==> src/hdl/drive_ctl_pkg.sv <==
// package for the drive control/status word block
// shared register offsets, field positions, reset values and types
package drive_ctl_pkg;

  // apb register byte offsets
  localparam logic [7:0] OFF_CTRL_WORD = 8'h00;
  localparam logic [7:0] OFF_REFERENCE = 8'h04;
  localparam logic [7:0] OFF_STATUS_WORD = 8'h08;
  localparam logic [7:0] OFF_OUT_FREQ = 8'h0c;
  localparam logic [7:0] OFF_CONFIG = 8'h10;
  localparam logic [7:0] OFF_DRIVE_IN = 8'h14;
  localparam logic [7:0] OFF_TIMEOUT = 8'h18;
  localparam logic [7:0] OFF_ACTIVE = 8'h1c;

  // control word bit positions
  localparam int CW_PRESET_LO = 0;
  localparam int CW_DC_BRAKE_N = 2;
  localparam int CW_COAST_N = 3;
  localparam int CW_QSTOP_N = 4;
  localparam int CW_FREEZE_N = 5;
  localparam int CW_START = 6;
  localparam int CW_RESET = 7;
  localparam int CW_JOG = 8;
  localparam int CW_VALID = 10;
  localparam int CW_RELAY1 = 11;
  localparam int CW_RELAY2 = 12;
  localparam int CW_SETUP_LO = 13;
  localparam int CW_REVERSE = 15;

  // status word bit positions
  localparam int SW_CTRL_READY = 0;
  localparam int SW_DRIVE_READY = 1;
  localparam int SW_STANDBY = 2;
  localparam int SW_TRIP = 3;
  localparam int SW_TRIP_LOCK = 6;
  localparam int SW_WARNING = 7;
  localparam int SW_AT_REF = 8;
  localparam int SW_SERIAL_OK = 9;
  localparam int SW_RUNNING = 11;

  // config register field positions
  localparam int CFG_START_SRC = 0;
  localparam int CFG_REV_SRC = 2;
  localparam int CFG_RELAY1_BUS = 4;
  localparam int CFG_RELAY2_BUS = 5;
  localparam int CFG_MULTI_SETUP = 6;

  // drive input register field positions
  localparam int DIN_TRIPPED = 0;
  localparam int DIN_TRIP_LOCK = 1;
  localparam int DIN_WARNING = 2;
  localparam int DIN_AT_REF = 3;
  localparam int DIN_LOCAL = 4;
  localparam int DIN_FREQ_NZ = 5;

  localparam logic [15:0] CTRL_RESET_VAL = 16'h0000;
  localparam logic [6:0] CONFIG_RESET_VAL = 7'h00;
  localparam logic [31:0] TIMEOUT_RESET_VAL = 32'h0098_9680;

  // gating of a bus bit with its terminal
  typedef enum logic [1:0] {
    SRC_DIGITAL,
    SRC_BUS,
    SRC_AND,
    SRC_OR
  } src_sel_t;

  // decoded commands toward the drive core
  typedef struct packed {
    logic [1:0] preset_sel;
    logic [1:0] setup_sel;
    logic dc_brake;
    logic coast;
    logic quick_stop;
    logic freeze;
    logic run;
    logic jog;
    logic reverse;
    logic trip_reset;
  } drive_cmd_t;

  // terminal levels seen by the block
  typedef struct packed {
    logic start;
    logic coast_n;
    logic dc_brake;
    logic reverse;
  } term_in_t;

endpackage

==> src/hdl/drive_control_status_word.sv <==
// drive control/status word interpreter with an apb register slave
// assumes terminal inputs synchronous to clk_sys; single clock domain
//
// Behaviour
// bits 1:0 choose one of four presets
// bit 2 low commands dc braking
// bit 3 low coasts; high allows start
// bit 4 low commands quick ramp stop
// bit 5 low freezes output frequency
// freeze ignores start-based stops only
// bit 6 run, gated with start terminal
// trip reset on bit 7 rising edge
// bit 8 selects jog frequency
// bit 10 low ignores whole word
// bits 11/12 drive relays when configured
// bus timeout drops bus-driven relays
// bits 14:13 choose setup if multi-setup
// bit 15 reverses per reversing source
// status 0 ready, 3 tripped
// status 1 ready but coasting held
// status 2 standby, awaiting start
// status 4 and 5 read zero
// status 6 shows trip lock
// status 7 shows warning
// status 8 speed equals reference
// status 9 serial control possible
// control then reference; status then frequency
// status 11 start or frequency nonzero
//
// The implementer's own choices: the APB slave port and the register offsets.
`timescale 1ns/10ps

module drive_control_status_word
  import drive_ctl_pkg::*;
#(
  parameter int TIMEOUT_W = 32
) (
  input wire logic clk_sys,
  input wire logic rst,
  input wire logic psel,
  input wire logic penable,
  input wire logic pwrite,
  input wire logic [7:0] paddr,
  input wire logic [31:0] pwdata,
  input wire logic [3:0] pstrb,
  output logic [31:0] prdata,
  output logic pready,
  output logic pslverr,
  input wire term_in_t term,
  input wire logic [15:0] out_freq,
  output drive_cmd_t cmd,
  output logic relay1,
  output logic relay2,
  output logic [15:0] reference
);

  logic [15:0] ctrl_word;
  logic [15:0] next_ctrl_word;
  logic [15:0] next_reference;
  logic [6:0] config_reg;
  logic [6:0] next_config_reg;
  logic [5:0] drive_in;
  logic [5:0] next_drive_in;
  logic [TIMEOUT_W-1:0] timeout_lim;
  logic [TIMEOUT_W-1:0] next_timeout_lim;
  logic [TIMEOUT_W-1:0] idle_cnt;
  logic [TIMEOUT_W-1:0] next_idle_cnt;
  logic timed_out;
  logic next_timed_out;
  logic reset_prev;
  logic next_reset_prev;
  logic frozen;
  logic next_frozen;
  drive_cmd_t next_cmd;
  logic next_relay1;
  logic next_relay2;
  logic [31:0] next_prdata;
  logic next_pready;
  logic next_pslverr;
  logic [15:0] status_word;
  logic wr_fire;
  logic rd_fire;
  logic ctrl_take;
  src_sel_t start_src;
  src_sel_t rev_src;

  // access completes in the cycle after pready rises
  assign wr_fire = psel && penable && pwrite && pready;
  assign rd_fire = psel && penable && !pwrite && pready;
  assign start_src = src_sel_t'(config_reg[CFG_START_SRC +: 2]);
  assign rev_src = src_sel_t'(config_reg[CFG_REV_SRC +: 2]);

  function automatic logic gate(src_sel_t s, logic bus_b, logic term_b);
    logic r;
    r = 1'b0;
    case (s)
      SRC_DIGITAL: r = term_b;
      SRC_BUS: r = bus_b;
      SRC_AND: r = bus_b & term_b;
      SRC_OR: r = bus_b | term_b;
      default: r = term_b;
    endcase
    return r;
  endfunction

  // status word composition
  always_comb begin
    status_word = 16'h0000;
    status_word[SW_CTRL_READY] = !drive_in[DIN_TRIPPED];
    status_word[SW_TRIP] = drive_in[DIN_TRIPPED];
    status_word[SW_DRIVE_READY] = !drive_in[DIN_TRIPPED]
      && (cmd.coast || !term.coast_n);
    status_word[SW_STANDBY] = !drive_in[DIN_TRIPPED] && !cmd.coast
      && !cmd.run && !drive_in[DIN_LOCAL];
    status_word[SW_TRIP_LOCK] = drive_in[DIN_TRIP_LOCK];
    status_word[SW_WARNING] = drive_in[DIN_WARNING];
    status_word[SW_AT_REF] = drive_in[DIN_AT_REF];
    status_word[SW_SERIAL_OK] = !drive_in[DIN_LOCAL];
    status_word[SW_RUNNING] = cmd.run || drive_in[DIN_FREQ_NZ];
  end // bits 4 and 5 stay zero

  // register file
  always_comb begin
    next_ctrl_word = ctrl_word;
    next_reference = reference;
    next_config_reg = config_reg;
    next_drive_in = drive_in;
    next_timeout_lim = timeout_lim;
    ctrl_take = 1'b0;
    if (wr_fire) begin
      case (paddr)
        OFF_CTRL_WORD: begin
          // local operation refuses serial commands
          if (pwdata[CW_VALID] && !drive_in[DIN_LOCAL]) begin
            next_ctrl_word = pwdata[15:0];
            ctrl_take = 1'b1;
          end
        end
        OFF_REFERENCE: begin
          if (!drive_in[DIN_LOCAL]) begin
            next_reference = pwdata[15:0];
          end
        end
        OFF_CONFIG: next_config_reg = pwdata[6:0];
        OFF_DRIVE_IN: next_drive_in = pwdata[5:0];
        OFF_TIMEOUT: next_timeout_lim = pwdata[TIMEOUT_W-1:0];
        default: begin
        end
      endcase
    end
  end

  always_ff @(posedge clk_sys or posedge rst) begin
    if (rst) begin
      ctrl_word <= CTRL_RESET_VAL;
      reference <= 16'h0000;
      config_reg <= CONFIG_RESET_VAL;
      drive_in <= 6'h00;
      timeout_lim <= TIMEOUT_RESET_VAL[TIMEOUT_W-1:0];
    end else begin
      ctrl_word <= next_ctrl_word;
      reference <= next_reference;
      config_reg <= next_config_reg;
      drive_in <= next_drive_in;
      timeout_lim <= next_timeout_lim;
    end
  end

  // bus timeout watchdog, restarted by each accepted control word
  always_comb begin
    next_idle_cnt = idle_cnt;
    next_timed_out = timed_out;
    if (ctrl_take) begin
      next_idle_cnt = '0;
      next_timed_out = 1'b0;
    end else if (timeout_lim != '0 && !timed_out) begin
      if (idle_cnt >= timeout_lim - 1'b1) begin
        next_timed_out = 1'b1;
      end else begin
        next_idle_cnt = idle_cnt + 1'b1;
      end
    end
  end

  always_ff @(posedge clk_sys or posedge rst) begin
    if (rst) begin
      idle_cnt <= '0;
      timed_out <= 1'b0;
    end else begin
      idle_cnt <= next_idle_cnt;
      timed_out <= next_timed_out;
    end
  end

  // command decode
  always_comb begin
    logic run_req;
    logic hard_stop;
    run_req = gate(start_src, ctrl_word[CW_START], term.start);
    hard_stop = !ctrl_word[CW_COAST_N] || !term.coast_n
      || !ctrl_word[CW_DC_BRAKE_N] || term.dc_brake;
    next_cmd.preset_sel = ctrl_word[CW_PRESET_LO +: 2];
    next_cmd.setup_sel = config_reg[CFG_MULTI_SETUP]
      ? ctrl_word[CW_SETUP_LO +: 2] : 2'b00;
    next_cmd.dc_brake = !ctrl_word[CW_DC_BRAKE_N] || term.dc_brake;
    next_cmd.coast = !ctrl_word[CW_COAST_N];
    next_cmd.quick_stop = !ctrl_word[CW_QSTOP_N];
    next_frozen = !ctrl_word[CW_FREEZE_N];
    next_cmd.freeze = next_frozen;
    next_cmd.jog = ctrl_word[CW_JOG];
    next_cmd.reverse = gate(rev_src, ctrl_word[CW_REVERSE],
      term.reverse);
    // a freeze holds the run command against start-based stops
    if (hard_stop) begin
      next_cmd.run = 1'b0;
    end else if (frozen && next_frozen && cmd.run) begin
      next_cmd.run = 1'b1;
    end else begin
      next_cmd.run = run_req;
    end
    next_reset_prev = ctrl_word[CW_RESET];
    next_cmd.trip_reset = ctrl_word[CW_RESET] && !reset_prev;
    next_relay1 = config_reg[CFG_RELAY1_BUS] && ctrl_word[CW_RELAY1]
      && !timed_out;
    next_relay2 = config_reg[CFG_RELAY2_BUS] && ctrl_word[CW_RELAY2]
      && !timed_out;
  end

  always_ff @(posedge clk_sys or posedge rst) begin
    if (rst) begin
      cmd <= '0;
      frozen <= 1'b0;
      reset_prev <= 1'b0;
      relay1 <= 1'b0;
      relay2 <= 1'b0;
    end else begin
      cmd <= next_cmd;
      frozen <= next_frozen;
      reset_prev <= next_reset_prev;
      relay1 <= next_relay1;
      relay2 <= next_relay2;
    end
  end

  // apb slave: one wait state, then pready for one cycle
  always_comb begin
    next_pready = psel && penable && !pready;
    next_pslverr = 1'b0;
    next_prdata = prdata;
    if (psel && penable && !pready) begin
      next_prdata = 32'h0000_0000;
      case (paddr)
        OFF_CTRL_WORD: next_prdata = {16'h0000, ctrl_word};
        OFF_REFERENCE: next_prdata = {16'h0000, reference};
        OFF_STATUS_WORD: next_prdata = {16'h0000, status_word};
        OFF_OUT_FREQ: next_prdata = {16'h0000, out_freq};
        OFF_CONFIG: next_prdata = {25'h0, config_reg};
        OFF_DRIVE_IN: next_prdata = {26'h0, drive_in};
        OFF_TIMEOUT: next_prdata = 32'(timeout_lim);
        OFF_ACTIVE: next_prdata = {20'h0_0000, cmd};
        default: next_pslverr = 1'b1;
      endcase
      if (pwrite) begin
        next_prdata = 32'h0000_0000;
      end
    end
  end

  always_ff @(posedge clk_sys or posedge rst) begin
    if (rst) begin
      prdata <= 32'h0000_0000;
      pready <= 1'b0;
      pslverr <= 1'b0;
    end else begin
      prdata <= next_prdata;
      pready <= next_pready;
      pslverr <= next_pslverr;
    end
  end

  a_reset_edge: assert property (@(posedge clk_sys) disable iff (rst)
    cmd.trip_reset |-> $past(ctrl_word[CW_RESET])
      && !$past(reset_prev))
    else $error("trip reset without rising edge");

  a_reset_single: assert property (@(posedge clk_sys) disable iff (rst)
    cmd.trip_reset |=> !cmd.trip_reset)
    else $error("trip reset longer than one cycle");

  a_invalid_ignored: assert property (@(posedge clk_sys) disable iff (rst)
    (wr_fire && paddr == OFF_CTRL_WORD && !pwdata[CW_VALID])
      |=> $stable(ctrl_word))
    else $error("invalid control word taken");

  a_coast_stops: assert property (@(posedge clk_sys) disable iff (rst)
    !rst && !ctrl_word[CW_COAST_N] |=> !cmd.run && cmd.coast)
    else $error("coast did not stop run");

  a_relay_timeout: assert property (@(posedge clk_sys) disable iff (rst)
    timed_out |=> !relay1 && !relay2)
    else $error("relay held after timeout");

  a_relay_config: assert property (@(posedge clk_sys) disable iff (rst)
    relay1 |-> $past(config_reg[CFG_RELAY1_BUS])
      && $past(ctrl_word[CW_RELAY1]))
    else $error("relay 1 without control bit");

  a_preset_follow: assert property (@(posedge clk_sys) disable iff (rst)
    ##1 cmd.preset_sel == $past(ctrl_word[1:0]))
    else $error("preset selector mismatch");

  a_freeze_hold: assert property (@(posedge clk_sys) disable iff (rst)
    (frozen && !ctrl_word[CW_FREEZE_N] && cmd.run && ctrl_word[CW_COAST_N]
      && term.coast_n && ctrl_word[CW_DC_BRAKE_N] && !term.dc_brake)
      |=> cmd.run)
    else $error("frozen drive stopped by start");

  a_status_trip: assert property (@(posedge clk_sys) disable iff (rst)
    status_word[SW_TRIP] != status_word[SW_CTRL_READY]
      && status_word[5:4] == 2'b00)
    else $error("trip and ready status clash");

  a_setup_gate: assert property (@(posedge clk_sys) disable iff (rst)
    !$past(config_reg[CFG_MULTI_SETUP]) |-> cmd.setup_sel == 2'b00)
    else $error("setup selected without multi-setup");

endmodule

==> config.mk <==
export PLATFORM = sky130hd
export DESIGN_NAME = drive_control_status_word
export DESIGN_NICKNAME = d
export VERILOG_FILES = /design/src/hdl/drive_ctl_pkg.sv /design/src/hdl/drive_control_status_word.sv
export SDC_FILE = /design/constraint.sdc
export NUM_CORES = 1
export LEC_CHECK = 0
export ABC_AREA = 0
export BUFFER_PORTS_ARGS = -buffer_cell sky130_fd_sc_hd__buf_2
export CAP_MARGIN = 20
export CORE_MARGIN = 2
export CORE_UTILIZATION = 60
export CTS_CLUSTER_SIZE = 25
export DETAILED_ROUTE_END_ITERATION = 10
export PLACE_DENSITY = 0.85
export SYNTH_ARGS = -nofsm -noshare
export SYNTH_HDL_FRONTEND = slang
export SYNTH_SLANG_ARGS = --single-unit
==> constraint.sdc <==
create_clock -name clk_sys -period 8.45 [get_ports clk_sys]
set_clock_uncertainty 0.1 [all_clocks]
set_input_delay 0.4225 -clock clk_sys [delete_from_list [all_inputs] [get_ports clk_sys]]
set_output_delay 0.4225 -clock clk_sys [all_outputs]
set_load 0.01 [all_outputs]
==> flow_summary.ini, run 1 <==
[sta]
maxSlewHeadroom_pct = 27.11
rsz0062_at_grt = no
finalCritPeriodShare_pct = 69.97
tns_ns = 0
finalWorstSetupSlack_ns = 2.538
finalHoldViolCount = 0
fin_crit_ns = 5.912
worst_pin_slew_ns = 1.084
clock.fmax_mhz = 169.1
final_max_slew_viol_count = 0
setup_viol = 0
whs_ns = 0.02430

[yosys]
yosys_warnings = 0
yosysTopAreaCellShare_pct = 46.02
synth_cells = 763
synthArstFlopShare_pct = 100.0
postSynthAreaPerCell_um2 = 10.76
synth_area_leaders = dfrtp_1 (46%), mux2_2 (8.0%), ha_1 (5.3%)
ys_ff_latch = 159
synth_flop_cell = dfrtp_1
seq_area_frac_synth_pct = 48.58
yosys.area.top_type = dfrtp_1
ys_types = 60
synthesis.area_um2 = 8212
synth-edff-count = 0
synthesis.nets = 867

[routing]
drtPass1Iterations = 5
ant_nets = 0
drc_errors = 0
drtIter0Drc = 866
via_per_inst = 6.480
avgRoutedWirePerCell_um = 20.89
num_vias = 6979
drt_wl_total_um = 22500

[worst_setup_path]
worst_path_largest_cell_delay_ns = 0.71
critPathMostFrequentCell = or4_4
crit_path_cell_trace = or4_4, or4_4, or3_4, or4_4, or2_4, nor3_2, xnor2_1, ha_1, nand4_1, nor2_1, a221oi_1, nand3_2, nor4_1, or3b_2, a21oi_1
crit_slowest_cell = nor4_1
path_class = reg2reg
end_kind = flop
worst-endpoint-arrival_ns = 6.16
cp_data_required_time_ns = 8.70
path_max_fanout = 8
start_kind = flop

[floorplan]
core_area_um2 = 13300
io_pins = 133
dieHeight_um = 121.0
dieWidth_um = 121.0
die_area_um2 = 14640
row_count = 42
initial_utilization_pct = 61.76

[cells_and_area]
drive_above_1_share_pct = 29.67
final_common_cell = dfrtp_1
reg.largest.list = idle_cnt: 32 flops, prdata: 32 flops, timeout_lim: 32 flops
final_cell_mix = dfrtp_1 (151), buf_2 (128), nand2_1 (88)
multi_input_area_um2 = 4069
fin_nets = 991
area_growth_pct = 18.56
fin_area_um2 = 9736
finalNonFillerCells = 1077
seqCellArea_um2 = 3989
nFillCells = 892

[clock_tree]
clock-sinks = 159
cts-resized-gates = 0
clockBufferDepth = 2
htree_levels = 4
holdBufCountCts = 0
cts_setup_buffers = 0
clock_latency_ns = 0.43
cts_buffers = 17
cts_tree = built
root_buffer = clkbuf_16
clk_pin_slew_worst_paths_ns = 0.07

[power_and_ir_drop]
leakage_uw = 0.004800
irDropWorstVdd_mv = 0.1424
power_density_nw_per_um2 = 172.8

[grt]
antenna_found_initial = 2
grt_pass1_wl_um = 35570
met3_usage_pct = 6.955
track_usage_pct = 31.67
grt-ovfl-total = 0
grtUsageMet2_pct = 49.65
top_usage_layer = met2
grt_max_degree = 84
grt_pass1_vias = 6711
grt_use_met1_pct = 43.39

[hold_path]
min_path_type = in2async

[place]
port_buffers = 128
dpl-instance-area_um2 = 9047
pre_cts_slack_ns = 2.460
placed_cells = 1042
gp_congestion = 0.8973
place_hpwl_um = 15480

[run_status]
status = finished clean

[flow_run]
cap_violations = 0
where the power goes:
part	switching [µW]	leakage [µW]	internal [µW]
Sequential	1.82	0.00202	763
Clock	328	0.000316	538
Combinational	35.9	0.00247	16.2
cell families after synthesis:
kind of cell / Yosys count / share of synthesized area [%]
fa+ha+maj: 35 / 5.333
buf+inv: 48 / 2.362
xor+xnor: 39 / 4.160
compound gates: 139 / 12.56
flops: 159 / 48.58
mux: 68 / 9.173
simple gates: 275 / 17.84
final cells by class:
class	count	share of cell area, %
Antenna cell	1	0.02570
Clock buffer	18	4.511
Clock inverter	14	2.339
Inverter	13	0.5526
Multi-Input combinational cell	556	41.79
Sequential cell	159	40.97
Tap cell	176	2.262
Timing Repair Buffer	140	7.544
synth_stat cells, types with 13 or more instances:
cell type and number:
nand2b_1 19, mux2_2 58, xnor2_1 31, a22oi_1 29, dfrtp_1 151, nand3_1 28
inv_1 13, clkbuf_1 30, nand2_1 88, nor2_1 35, a21oi_1 22, nor3_1 16
ha_1 35, nor4_1 16, a22o_1 35, o21ai_0 16
final timing paths:
| path | start | to | slack, ns | depth (start not counted) |
|---|---|---|---|---|
| worst max-delay path | timeout_lim[2] | idle_cnt[27] | 2.54 | 15 |
| worst min-delay path | rst | idle_cnt[6] | 0.02 | 2 |
| worst max register to register | timeout_lim[2] | idle_cnt[27] | 2.54 | 15 |
| worst min register to register | reset_prev | cmd[0] | 0.29 | 1 |
| max in group asynchronous | rst | reference[14] | 6.80 | 3 |
| min in group clk_sys | pwdata[15] | ctrl_word[15] | 0.12 | 3 |
layer usage:
metal,share of wire (%),vias up
met2,48,416
li1,-,3089
met3,10,60
met5,0.049,-
met1,39,3412
met4,2.5,2
worst max-delay path: cells and delay by family (launching register included):
family,cells,cell delay (ns)
XOR/XNOR,1,0.15
flip-flops,1,0.47
AND/OR/NAND/NOR,11,4.19
adder cells (fa/ha/maj),1,0.27
AO/OA/AOI/OAI,2,0.67
stage by stage:
stage | total power (µW) | utilization, %
after global placement | 829.5 | 68.05
after CTS | 1686 | 73.07
after floorplan | 800.4 | -
after global routing | 1722 | 73.21
after detailed placement | 830.4 | 68.05
final | 1682 | 73.23
Note: power is estimated with default switching activity, not from simulation.
==> run 2, diff against run 1 <==
- CORE_UTILIZATION: 60 -> 52
- PLACE_DENSITY: 0.85 -> 0.78
- clock period: 8.45 -> 4.7 ns (I/O delays scaled with it)
==> flow_summary.ini, run 2 (synthesis gave the netlist of run 1 again) <==
[run_status]
status = complete, but fails checks
violations = setup timing

[clock_tree]
clockBufferDepth = 2
clock_latency_ns = 0.43
cts_buffers = 17
root_buffer = clkbuf_16
clk_pin_slew_worst_paths_ns = 0.06
cts_tree = built
htree_levels = 4
clock-sinks = 159

[worst_setup_path]
cp_data_required_time_ns = 4.92
r2r_end = idle_cnt[26]
crit_start = timeout_lim[5]
worst_path_largest_cell_delay_ns = 0.54
start_kind = flop
crit_path_cell_trace = or4_4, or4_4, or3_4, or4_4, or2_4, nor3_2, xnor2_1, ha_1, nand4_1, nor4_4, buf_4, a22oi_2, buf_4, nand4_1, nor2_4, buf_6, and3_4, o21a_1
crit_end = idle_cnt[26]
worst-endpoint-arrival_ns = 5.19
ff2ff_path_depth = 18
path_max_fanout = 7
path_class = reg2reg
reg2reg_slack_ns = -0.28
critPathMostFrequentCell = or4_4
crit_slowest_cell = or4_4
timing.rr.start = timeout_lim[5]
end_kind = flop

[cells_and_area]
final_cell_mix = dfrtp_1 (151), buf_2 (128), nand2_1 (87)
reg.largest.list = idle_cnt: 32 flops, prdata: 32 flops, timeout_lim: 32 flops
drive_above_1_share_pct = 34.87
finalNonFillerCells = 1189
num_antenna_cells = 0
final_common_cell = dfrtp_1
area_growth_pct = 29.76
fin_nets = 1069

[power_and_ir_drop]
p_total_uw = 2808
pwr-share-seq_pct = 48.9
irDropWorstVdd_mv = 0.2226
p_sw_uw = 678.7
p_clk_share_pct = 46.8
p_comb_share_pct = 4.2
switching_share_pct = 24.17
leakage_uw = 0.005228
power_density_nw_per_um2 = 263.5
p_int_uw = 2129

[sta]
finalHoldViolCount = 0
fin_crit_ns = 4.976
rsz0062_at_grt = yes
tns_ns = -6.349
clock.fmax_mhz = 201.0
setup_viol = 32
maxSlewHeadroom_pct = 29.96
finalWorstSetupSlack_ns = -0.2756
finalCritPeriodShare_pct = 105.9
final_max_slew_viol_count = 0
worst_pin_slew_ns = 1.042

[flow_run]
cap_violations = 0

[routing]
num_vias = 7195
drc_errors = 0
drtPass1Iterations = 6
via_per_inst = 6.051
ant_nets = 0
drt_wl_total_um = 23620
drtIter0Drc = 686
avgRoutedWirePerCell_um = 19.87

[grt]
track_usage_pct = 28.55
grt-ovfl-total = 0
antenna_found_initial = 0
grt_pass1_vias = 7075
grt_max_degree = 79
grt_pass1_wl_um = 36930

[place]
place_hpwl_um = 15930
port_buffers = 128
pre_cts_slack_ns = -0.3786
placed_cells = 1104
gp_congestion = 0.9127

[hold_path]
hold_path_depth = 2
min_path_type = in2reg

[floorplan]
dieWidth_um = 129.7
io_pins = 133
initial_utilization_pct = 53.62
row_count = 45
die_area_um2 = 16810
dieHeight_um = 129.7
core_area_um2 = 15310
-- run 2: layer usage --
metal | up-vias | routed length [µm] | GRT usage, %
met5 | - | 0 | 0
met3 | 67 | 1889 | 6.193
met2 | 369 | 11150 | 45.03
met1 | 3506 | 9809 | 38.15
met4 | 0 | 775 | 12.52
li1 | 3253 | - | -
-- run 2: area by class of cell --
| type | count | area (µm²) |
|---|---|---|
| clock inverter | 14 | 122.6 |
| timing repair buffer | 218 | 1456 |
| clock buffer | 18 | 439.2 |
| tap | 211 | 264.0 |
| inverter | 13 | 53.80 |
| sequential | 159 | 3989 |
| multi-input combinational | 556 | 4330 |
| fill | 1094 | 4659 |
-- run 2: through the flow --
stage,utilization (%),hold WS (ns),cell area [µm²]
6_report,69.58,0.02998,10660
2_1_floorplan,-,0.2404,8288
5_1_grt,69.58,0.02650,10660
4_1_cts,68.33,0.01092,10470
3_3_place_gp,61.08,0.2844,9354
3_5_place_dp,61.08,0.2920,9354
-- run 2: power groups by stage --
stage	Combinational, µW	Clock, µW	Sequential (µW)
finish	119	1310	1370
global route	131	1390	1370
CTS	118	1330	1370
detailed placement	95.5	0	1400
global placement	94.7	0	1400
floorplan	39.1	0	1400
-- run 2: timing repair --
action | 4_1_cts | 5_1_grt
hold endpoints to repair | 124 | 0
pin swaps | 20 | 20
resized for setup | 25 | 26
hold buffers | 36 | 0
setup endpoints to repair | 33 | 33
setup buffers | 11 | 7
gates cloned | 1 | 0
-- run 2: worst max-delay path: cells and delay by family (launching register included) --
kind	cells	cell delay, ns
AOI/OAI and AO/OA	2	0.24
xor gates and xnor gates	1	0.11
adders and majority gates	1	0.30
buffers and inverters	3	0.47
DFF	1	0.37
and+or+nand+nor	11	3.26
-- run 2: worst min-delay path by stage --
stage,start,endpoint
finish,pwdata[10],reference[10]
global route,pwdata[10],reference[10]
CTS,pwdata[10],reference[10]
global placement,reset_prev,cmd[0]
floorplan,pwdata[0],ctrl_word[0]
detailed placement,reset_prev,cmd[0]
